$ cat src/hdl/cpu_interrupt_sequencer_pkg.sv
// constants and types for the interrupt and reset sequencer
package cpu_interrupt_sequencer_pkg;

  localparam int          NUM_SOURCES      = 8;
  localparam int          SRC_IDX_W        = 3;
  localparam int          PC_W             = 12;
  localparam int          SP_W             = 16;
  localparam int          GIE_BIT          = 7;

  // register offsets (byte addresses)
  localparam logic [11:0] ADDR_STATUS      = 12'h000;
  localparam logic [11:0] ADDR_FLAG_ENABLE = 12'h004;
  localparam logic [11:0] ADDR_FLAGS       = 12'h008;
  localparam logic [11:0] ADDR_LEVEL_TYPE  = 12'h00c;
  localparam logic [11:0] ADDR_CORE_CTRL   = 12'h010;
  localparam logic [11:0] ADDR_STACK_PTR   = 12'h014;
  localparam logic [11:0] ADDR_SAVED_PC    = 12'h018;
  localparam logic [11:0] ADDR_STATE       = 12'h01c;

  // core control register fields
  localparam int          VEC_SEL_BIT      = 1;

  // reset values
  localparam logic [7:0]  STATUS_RESET     = 8'h00;
  localparam logic [15:0] SP_RESET         = 16'h0000;

  // vector placement
  localparam logic [11:0] APP_TABLE_BASE   = 12'h000;
  localparam logic [11:0] BOOT_TABLE_BASE  = 12'hc00;
  localparam logic [11:0] VECTOR_SPACING   = 12'h001;

  // timing, in cpu clock cycles; stack push size in bytes
  localparam logic [2:0]  ENTRY_CYCLES     = 3'h4;
  localparam logic [2:0]  WAKE_EXTRA       = 3'h4;
  localparam logic [2:0]  RETURN_CYCLES    = 3'h4;
  localparam logic [15:0] PC_PUSH_BYTES    = 16'h0002;

  typedef enum logic [2:0] {
    ST_RUN    = 3'b000,
    ST_WAKE   = 3'b001,
    ST_ENTRY  = 3'b011,
    ST_VECTOR = 3'b010,
    ST_RETURN = 3'b110,
    ST_HOLD   = 3'b111
  } seq_state_t;

endpackage

$ cat src/hdl/cpu_interrupt_sequencer.sv
// interrupt arbitration, entry and return sequencing with apb registers
// Overview of operation
// - reset and every source own a distinct vector, lowest addresses by default.
// - a source is enabled only with its own enable and global enable set.
// - lowest vector address wins; reset always has top priority.
// - vector-select bit moves the table to the boot section start.
// - boot-reset fuse moves the reset vector to the boot section start.
// - boot lock bits suppress interrupts depending on program counter region.
// - accepting an interrupt clears the global enable.
// - software may set global enable in a handler, allowing nesting.
// - return from handler sets the global enable.
// - flag sources have their flag cleared by hardware on vectoring.
// - writing one clears a flag; writing zero leaves it.
// - flags stay latched while disabled, then are served by priority.
// - level sources request only while their condition is present.
// - one main instruction runs after return before the next interrupt.
// - global disable acts at once, even against a same-cycle request.
// - the instruction after global enable runs before any interrupt.
// - entry takes at least four cycles while the pc is pushed.
// - a multi-cycle instruction completes before entry starts.
// - waking from sleep adds four cycles to entry.
// - return takes four cycles, pops pc, adds two to stack pointer.
// - saved and restored program counter is twelve bits wide.
// - global enable is status bit seven and masks all sources.
// - pushing the return address lowers the stack pointer by two.
//
// The register offsets and register access over APB were chosen for this implementation.
`timescale 1ns/1ns
`default_nettype none
module cpu_interrupt_sequencer
  import cpu_interrupt_sequencer_pkg::*;
(
  input  wire logic                   clk,
  input  wire logic                   rst,
  // apb slave
  input  wire logic                   psel,
  input  wire logic                   penable,
  input  wire logic                   pwrite,
  input  wire logic [11:0]            paddr,
  input  wire logic [31:0]            pwdata,
  output logic      [31:0]            prdata,
  output logic                        pready,
  output logic                        pslverr,
  // peripheral requests
  input  wire logic [NUM_SOURCES-1:0] eventPulse,
  input  wire logic [NUM_SOURCES-1:0] levelCond,
  // fuses and lock bits
  input  wire logic                   boot_reset_fuse,
  input  wire logic                   boot_lock_app_bit,
  input  wire logic                   boot_lock_boot_bit,
  input  wire logic [PC_W-1:0]        bootSectionStart,
  // cpu pipeline side
  input  wire logic [PC_W-1:0]        currentPc,
  input  wire logic                   instrBoundary,
  input  wire logic                   sleeping,
  input  wire logic                   execSetGlobal,
  input  wire logic                   execClearGlobal,
  input  wire logic                   execReturn,
  input  wire logic [PC_W-1:0]        poppedPc,
  output logic                        cpuStall,
  output logic                        pushPc,
  output logic      [PC_W-1:0]        pushedPc,
  output logic                        popPc,
  output logic                        loadPc,
  output logic      [PC_W-1:0]        nextPc,
  output logic      [SP_W-1:0]        stackPointer,
  output logic      [SRC_IDX_W-1:0]   servedSource
);

  seq_state_t                   state;
  seq_state_t                   next_state;
  logic [7:0]                   statusFlags;
  logic [NUM_SOURCES-1:0]       enableMask;
  logic [NUM_SOURCES-1:0]       flags;
  logic [NUM_SOURCES-1:0]       levelType;
  logic [7:0]                   coreCtrl;
  logic [2:0]                   cycleCount;
  logic                         graceInstr;
  logic [SRC_IDX_W-1:0]         winner;
  logic [PC_W-1:0]              savedPc;
  logic                         started;

  // apb decode
  wire                          apbWrite     = psel & penable & pwrite;
  wire                          selStatus    = (paddr == ADDR_STATUS);
  wire                          selEnable    = (paddr == ADDR_FLAG_ENABLE);
  wire                          selFlags     = (paddr == ADDR_FLAGS);
  wire                          selLevel     = (paddr == ADDR_LEVEL_TYPE);
  wire                          selCtrl      = (paddr == ADDR_CORE_CTRL);
  wire                          selSp        = (paddr == ADDR_STACK_PTR);
  wire                          selPc        = (paddr == ADDR_SAVED_PC);
  wire                          selState     = (paddr == ADDR_STATE);
  wire                          mapped       = selStatus | selEnable | selFlags | selLevel |
                                               selCtrl | selSp | selPc | selState;
  wire                          wrStatus     = apbWrite & selStatus;
  wire                          wrFlags      = apbWrite & selFlags;
  wire                          wrEnable     = apbWrite & selEnable;
  wire                          wrLevel      = apbWrite & selLevel;
  wire                          wrCtrl       = apbWrite & selCtrl;
  wire                          wrSp         = apbWrite & selSp;
  wire                          apbAccess    = psel & penable;
  // read data is captured in the setup cycle
  wire                          readSetup    = psel & ~penable & ~pwrite;

  // no wait states; unmapped accesses are refused
  assign pready  = 1'b1;
  assign pslverr = apbAccess & ~mapped;

  // request formation
  wire                          globalEn     = statusFlags[GIE_BIT];
  wire [NUM_SOURCES-1:0]        rawReq       = (levelType & levelCond) |
                                               (~levelType & flags);
  wire [NUM_SOURCES-1:0]        enabledReq   = rawReq & enableMask;
  wire                          inBoot       = (currentPc >= bootSectionStart);
  wire                          lockSuppress = (boot_lock_app_bit & ~inBoot) |
                                               (boot_lock_boot_bit & inBoot);
  wire                          takeOk       = globalEn & ~execClearGlobal &
                                               ~execSetGlobal & ~graceInstr &
                                               ~lockSuppress & (|enabledReq);
  // state decode
  wire                          inRun        = (state == ST_RUN);
  wire                          inWake       = (state == ST_WAKE);
  wire                          inEntry      = (state == ST_ENTRY);
  wire                          inReturn     = (state == ST_RETURN);
  wire                          inHold       = (state == ST_HOLD);
  wire                          wakeLast     = inWake & (cycleCount == WAKE_EXTRA - 3'h1);
  wire                          entryLast    = inEntry & (cycleCount == ENTRY_CYCLES - 3'h1);
  wire                          returnLast   = inReturn & (cycleCount == RETURN_CYCLES - 3'h1);
  // needing a boundary lets multi-cycle instructions finish
  wire                          takeNow      = inRun & instrBoundary & takeOk;

  // lowest index is lowest vector address
  always_comb begin
    winner = '0;
    for (int i = NUM_SOURCES - 1; i >= 0; i--) begin
      if (enabledReq[i]) begin
        winner = SRC_IDX_W'(i);
      end
    end
  end

  wire [PC_W-1:0]               tableBase    = coreCtrl[VEC_SEL_BIT] ? BOOT_TABLE_BASE
                                                                     : APP_TABLE_BASE;
  // slot zero is reset, sources follow
  wire [PC_W-1:0]               vectorAddr   = tableBase + VECTOR_SPACING *
                                               (PC_W'(winner) + 12'h001);
  wire [PC_W-1:0]               resetVector  = boot_reset_fuse ? BOOT_TABLE_BASE
                                                               : APP_TABLE_BASE;

  // sequencer
  always_comb begin
    next_state = state;
    case (state)
      ST_RUN: begin
        if (takeNow) begin
          next_state = sleeping ? ST_WAKE : ST_ENTRY;
        end else if (execReturn && instrBoundary) begin
          next_state = ST_RETURN;
        end
      end
      ST_WAKE: begin
        if (wakeLast) begin
          next_state = ST_ENTRY;
        end
      end
      ST_ENTRY: begin
        if (entryLast) begin
          next_state = ST_VECTOR;
        end
      end
      ST_VECTOR: next_state = ST_RUN;
      ST_RETURN: begin
        if (returnLast) begin
          next_state = ST_HOLD;
        end
      end
      ST_HOLD: next_state = ST_RUN;
      default: next_state = ST_RUN;
    endcase
  end

  always_ff @(posedge clk or posedge rst) begin
    if (rst) begin
      state <= ST_RUN;
    end else begin
      state <= next_state;
    end
  end

  always_ff @(posedge clk or posedge rst) begin
    if (rst) begin
      cycleCount <= 3'h0;
    end else if (next_state != state) begin
      cycleCount <= 3'h0;
    end else begin
      cycleCount <= cycleCount + 3'h1;
    end
  end

  // latch winner and return address at acceptance
  always_ff @(posedge clk or posedge rst) begin
    if (rst) begin
      servedSource <= '0;
      savedPc      <= '0;
    end else if (takeNow) begin
      servedSource <= winner;
      savedPc      <= currentPc;
    end
  end

  // one main instruction after return or global enable
  always_ff @(posedge clk or posedge rst) begin
    if (rst) begin
      graceInstr <= 1'b0;
    end else if (inHold || execSetGlobal) begin
      graceInstr <= 1'b1;
    end else if (instrBoundary && inRun) begin
      graceInstr <= 1'b0;
    end
  end

  // status register: global enable
  // hardware updates outrank a same-cycle software write
  always_ff @(posedge clk or posedge rst) begin
    if (rst) begin
      statusFlags <= STATUS_RESET;
    end else if (takeNow) begin
      statusFlags[GIE_BIT] <= 1'b0;
    end else if (returnLast) begin
      statusFlags[GIE_BIT] <= 1'b1;
    end else if (execClearGlobal) begin
      statusFlags[GIE_BIT] <= 1'b0;
    end else if (execSetGlobal) begin
      statusFlags[GIE_BIT] <= 1'b1;
    end else if (wrStatus) begin
      statusFlags <= pwdata[7:0];
    end
  end

  // event flags, one per source
  wire                          vectoring    = (state == ST_VECTOR);
  generate
    for (genvar g = 0; g < NUM_SOURCES; g++) begin : gFlag
      wire hwClear = vectoring & (servedSource == SRC_IDX_W'(g)) & ~levelType[g];
      wire swClear = wrFlags & pwdata[g];
      always_ff @(posedge clk or posedge rst) begin
        if (rst) begin
          flags[g] <= 1'b0;
        // a new event wins over a same-cycle clear
        end else if (eventPulse[g]) begin
          flags[g] <= 1'b1;
        end else if (hwClear || swClear) begin
          flags[g] <= 1'b0;
        end
      end
    end
  endgenerate

  // control registers
  always_ff @(posedge clk or posedge rst) begin
    if (rst) begin
      enableMask <= '0;
    end else if (wrEnable) begin
      enableMask <= pwdata[NUM_SOURCES-1:0];
    end
  end

  always_ff @(posedge clk or posedge rst) begin
    if (rst) begin
      levelType <= '0;
    end else if (wrLevel) begin
      levelType <= pwdata[NUM_SOURCES-1:0];
    end
  end

  always_ff @(posedge clk or posedge rst) begin
    if (rst) begin
      coreCtrl <= 8'h00;
    end else if (wrCtrl) begin
      coreCtrl <= pwdata[7:0];
    end
  end

  // stack pointer
  always_ff @(posedge clk or posedge rst) begin
    if (rst) begin
      stackPointer <= SP_RESET;
    end else if (takeNow) begin
      stackPointer <= stackPointer - PC_PUSH_BYTES;
    end else if (returnLast) begin
      stackPointer <= stackPointer + PC_PUSH_BYTES;
    end else if (wrSp) begin
      stackPointer <= pwdata[SP_W-1:0];
    end
  end

  // reset vector load after reset release
  // first edge after release loads the reset vector
  always_ff @(posedge clk or posedge rst) begin
    if (rst) begin
      started <= 1'b0;
    end else begin
      started <= 1'b1;
    end
  end

  // pipeline outputs
  wire                          next_popPc   = inRun & execReturn & instrBoundary & ~takeNow;
  wire                          next_loadPc  = ~started | vectoring | inHold;
  // nextPc holds between loads
  wire [PC_W-1:0]               next_nextPc  = ~started  ? resetVector :
                                               vectoring ? vectorAddr  :
                                               inHold    ? poppedPc    :
                                                           nextPc;

  always_ff @(posedge clk or posedge rst) begin
    if (rst) begin
      pushPc <= 1'b0;
    end else begin
      pushPc <= takeNow;
    end
  end

  always_ff @(posedge clk or posedge rst) begin
    if (rst) begin
      popPc <= 1'b0;
    end else begin
      popPc <= next_popPc;
    end
  end

  always_ff @(posedge clk or posedge rst) begin
    if (rst) begin
      loadPc <= 1'b0;
    end else begin
      loadPc <= next_loadPc;
    end
  end

  always_ff @(posedge clk or posedge rst) begin
    if (rst) begin
      pushedPc <= '0;
    end else if (takeNow) begin
      pushedPc <= currentPc;
    end
  end

  always_ff @(posedge clk or posedge rst) begin
    if (rst) begin
      nextPc <= '0;
    end else begin
      nextPc <= next_nextPc;
    end
  end

  assign cpuStall = (state != ST_RUN);

  // apb read mux
  wire [31:0]                   readMux      = selStatus ? {24'h000000, statusFlags}  :
                                               selEnable ? {24'h000000, enableMask}   :
                                               selFlags  ? {24'h000000, flags}        :
                                               selLevel  ? {24'h000000, levelType}    :
                                               selCtrl   ? {24'h000000, coreCtrl}     :
                                               selSp     ? {16'h0000, stackPointer}   :
                                               selPc     ? {20'h00000, savedPc}       :
                                               selState  ? {21'h0, enabledReq, state} :
                                                           32'h00000000;

  always_ff @(posedge clk or posedge rst) begin
    if (rst) begin
      prdata <= 32'h00000000;
    end else if (readSetup) begin
      prdata <= readMux;
    end
  end

endmodule
`default_nettype wire

$ cat config.mk
export PLATFORM = sky130hd
export DESIGN_NAME = cpu_interrupt_sequencer
export DESIGN_NICKNAME = d
export VERILOG_FILES = /design/src/hdl/cpu_interrupt_sequencer_pkg.sv /design/src/hdl/cpu_interrupt_sequencer.sv
export SDC_FILE = /design/constraint.sdc
export NUM_CORES = 1
export LEC_CHECK = 0
export BUFFER_PORTS_ARGS = -buffer_cell sky130_fd_sc_hd__buf_4
export CORE_UTILIZATION = 40
export DETAILED_ROUTE_END_ITERATION = 10
export HOLD_SLACK_MARGIN = 0.1
export SLEW_MARGIN = 20
export SYNTH_ARGS = -nofsm -noshare
export SYNTH_HDL_FRONTEND = slang
export SYNTH_SLANG_ARGS = --single-unit
$ cat constraint.sdc
create_clock -name clk -period 6.4 [get_ports clk]
set_clock_uncertainty 0.05 [all_clocks]
set_input_delay 0.32 -clock clk [delete_from_list [all_inputs] [get_ports clk]]
set_output_delay 0.32 -clock clk [all_outputs]
set_load 0.02 [all_outputs]
==> impl_metrics.json <==
{
  "ys_ff_latch": 110,
  "arrival_ns": 3.71,
  "multi_input_area_sq_um": 3750,
  "grtUsageTotal_pct": 25.2,
  "holdPathStages": 3,
  "antenna_found_initial": 0,
  "ys_seq_area_share_pct": 39.9,
  "p_leak_nw": 3.94,
  "cts_root_buf": "clkbuf_16",
  "criticalPathCategory": "flip-flop to flip-flop",
  "start_util_pct": 41.3,
  "startpoint_type": "flip-flop",
  "layout_setup_ws_ns": 2.89,
  "p_int_mw": 1.28,
  "cp_max_fo": 30,
  "async_flop_share_pct": 100,
  "synth_top_area_cell": "dfrtp_1",
  "hold_start": "currentPc[7]",
  "cts_tree": "done",
  "cts-htree-levels": 3,
  "outcome": "finished clean",
  "sw_frac_of_total_pct": 34.7,
  "firstDrtPassIters": 5,
  "slew_violations": 0,
  "period_share_pct": 54.9,
  "drv_cap": 0,
  "hold_class": "primary input to flip-flop",
  "grt_pass1_wl_microns": 34600,
  "grt-ovfl-total": 0,
  "hold_viol": 0,
  "setup_violations": 0,
  "yosysWarnings": 0,
  "drcViolationCount": 0,
  "num_io_pins": 190,
  "cts.sinks": 110,
  "worstSetupStartpoint": "levelType[2]$_DFFE_PP0P_",
  "drive_gt1_share_pct": 27.7,
  "clkLatencyLatePin_ns": 0.36,
  "die_x_microns": 133,
  "utilization_pct": 51.0,
  "synth_most_common_cell": "dfrtp_1",
  "p_comb_share_pct": 25.2,
  "r2r-start": "levelType[2]$_DFFE_PP0P_",
  "synth_cells": 751,
  "post_drt_wl_per_cell_microns": 19.7,
  "post-route-min-period_ns": 3.51,
  "slew-limit-headroom_pct": 38.3,
  "ys_types": 70,
  "synthFlopType": "dfrtp_1",
  "cts_resized": 0,
  "cp.required_ns": 6.60,
  "place.gp.congestion": 0.881,
  "grt_pass1_vias": 6279,
  "synth_top_area_share_pct": 39.9,
  "vias": 6393,
  "clkTransAtPathRegs_ns": 0.08,
  "grt_start_max_net_pins": 63,
  "synth_area_sq_um": 6900,
  "core_sq_um": 16700,
  "p_seq_share_pct": 44.5,
  "max_freq_ghz": 0.285,
  "worst_r2r_path_depth": 8,
  "p_per_area_nw_per_um2": 231,
  "num_rows": 47,
  "rsz0062_at_grt": "no",
  "peakVddDrop_mv": 0.135,
  "dpl.hpwl_microns": 16000,
  "p_clk_share_pct": 30.3,
  "pre_cts_ws_ns": 2.96,
  "total_power_mw": 1.97,
  "clk_path_buf_depth": 2,
  "synth_area_leaders": "dfrtp_1, mux2_2, nand2_1",
  "final_nets": 1009,
  "antenna_left": 0,
  "nFillCells": 1596,
  "synth_edf_count": 0,
  "worst_slew_pin_slew_ns": 0.926,
  "power.switching_mw": 0.682,
  "drt-initial-drc-count": 481,
  "io_buffers": 156,
  "die_h_microns": 133,
  "seqCellArea_sq_um": 2750,
  "vias_per_cell": 5.77,
  "dieArea_sq_um": 17800,
  "area_growth_pct": 23.4,
  "avgSynthCellArea_sq_um": 9.18,
  "cts_buffers": 9,
  "critPathCaptureType": "flip-flop",
  "routed_wl_microns": 21800,
  "diodes": 0,
  "finalSetupTns_ns": 0,
  "synth_common_cells": "dfrtp_1, nand2_1, mux2_2, nor2_1, a21oi_1"
}
## kinds of logic (layout without fill, tap and decap cells)
| kind of cell | after synthesis | in the layout | synth area share (%) |
|---|---|---|---|
| DFF | 110 | 110 | 39.9 |
| muxes | 68 | 68 | 12.0 |
| and+or+nand+nor | 285 | 285 | 21.4 |
| xor gates and xnor gates | 9 | 9 | 1.14 |
| other | 2 | 18 | 0.109 |
| adders and majority gates | 17 | 17 | 3.08 |
| AOI/OAI and AO/OA | 161 | 161 | 15.7 |
| buffers and inverters | 99 | 220 | 6.64 |
## metal layers
| layer | wire length [microns] | GRT usage (%) | part of all wire, % | vias up |
|---|---|---|---|---|
| met3 | 1420 | 5.10 | 6.5 | 39 |
| met1 | 9620 | 34.5 | 44 | 3127 |
| met5 | 0 | 0 | 0 | - |
| met2 | 10200 | 39.2 | 47 | 278 |
| met4 | 590 | 9.85 | 2.7 | 0 |
| li1 | - | - | - | 2949 |
## cells in the final DEF, fill, tap and decap left out, types with 24 or more instances in the layout
cell type,n
nor2_1,42
o21ai_0,34
mux2_2,42
dfrtp_1,110
nand2_1,100
a21oi_1,38
nor3_1,24
nand3_1,25
inv_1,33
buf_4,160
## through the flow
stage	hold WS (ns)	instance area (sq um)	cells
finish	0.118	8510	1108
floorplan	0.360	6960	767
global route	0.122	8510	1108
detailed placement	0.376	8120	1083
global placement	0.370	8110	1083
CTS	0.112	8510	1108
## registers in the layout (all words and copies together) (netlist names), 3 cells and up
signal	count
levelType	8
cycleCount	3
servedSource	3
statusFlags	8
enableMask	8
coreCtrl	8
prdata	16
flags	8
nextPc	12
stackPointer	16
state	3
pushedPc	12
## area by class of cell
type / instances / area share [%]
clock buffers: 10 / 2.69
repair buffers: 169 / 15.2
well taps: 220 / 3.23
clock inverters: 6 / 0.940
flip-flops and latches: 110 / 32.3
multi-input cells: 558 / 44.1
inverters: 35 / 1.57
## repair_timing
action	CTS	global route
buffers inserted	0	0
hold buffers	9	0
hold endpoints to repair	56	0
## power groups by stage
stage / combinational [mW] / clock [mW] / sequential [mW]
after floorplan: 0.321 / 0 / 0.854
after global placement: 0.479 / 0 / 0.884
after detailed placement: 0.491 / 0 / 0.888
after CTS: 0.497 / 0.606 / 0.874
after global routing: 0.544 / 0.637 / 0.886
final: 0.496 / 0.595 / 0.875
## final timing paths
kind | to | slack, ns
min reg2reg | cycleCount[0]$_DFF_PP0_ | 0.39
max | stackPointer[4]$_DFFE_PP0P_ | 2.89
max in group asynchronous | pushedPc[3]$_DFFE_PP0N_ | 4.47
min in group asynchronous | prdata[3]$_DFFE_PP0P_ | 0.55
min | pushedPc[7]$_DFFE_PP0N_ | 0.12
max reg2reg | stackPointer[4]$_DFFE_PP0P_ | 2.89
## critical path, stage by stage, from the launching register on
cell	delay [ns]
dfrtp_1	0.41
mux2i_1	0.36
o22ai_1	0.29
nor4_4	0.86
nor3_1	0.19
mux2i_2	0.26
buf_4	0.38
nand3_1	0.32
o32a_1	0.27
Power figures use the tool's default switching activity.
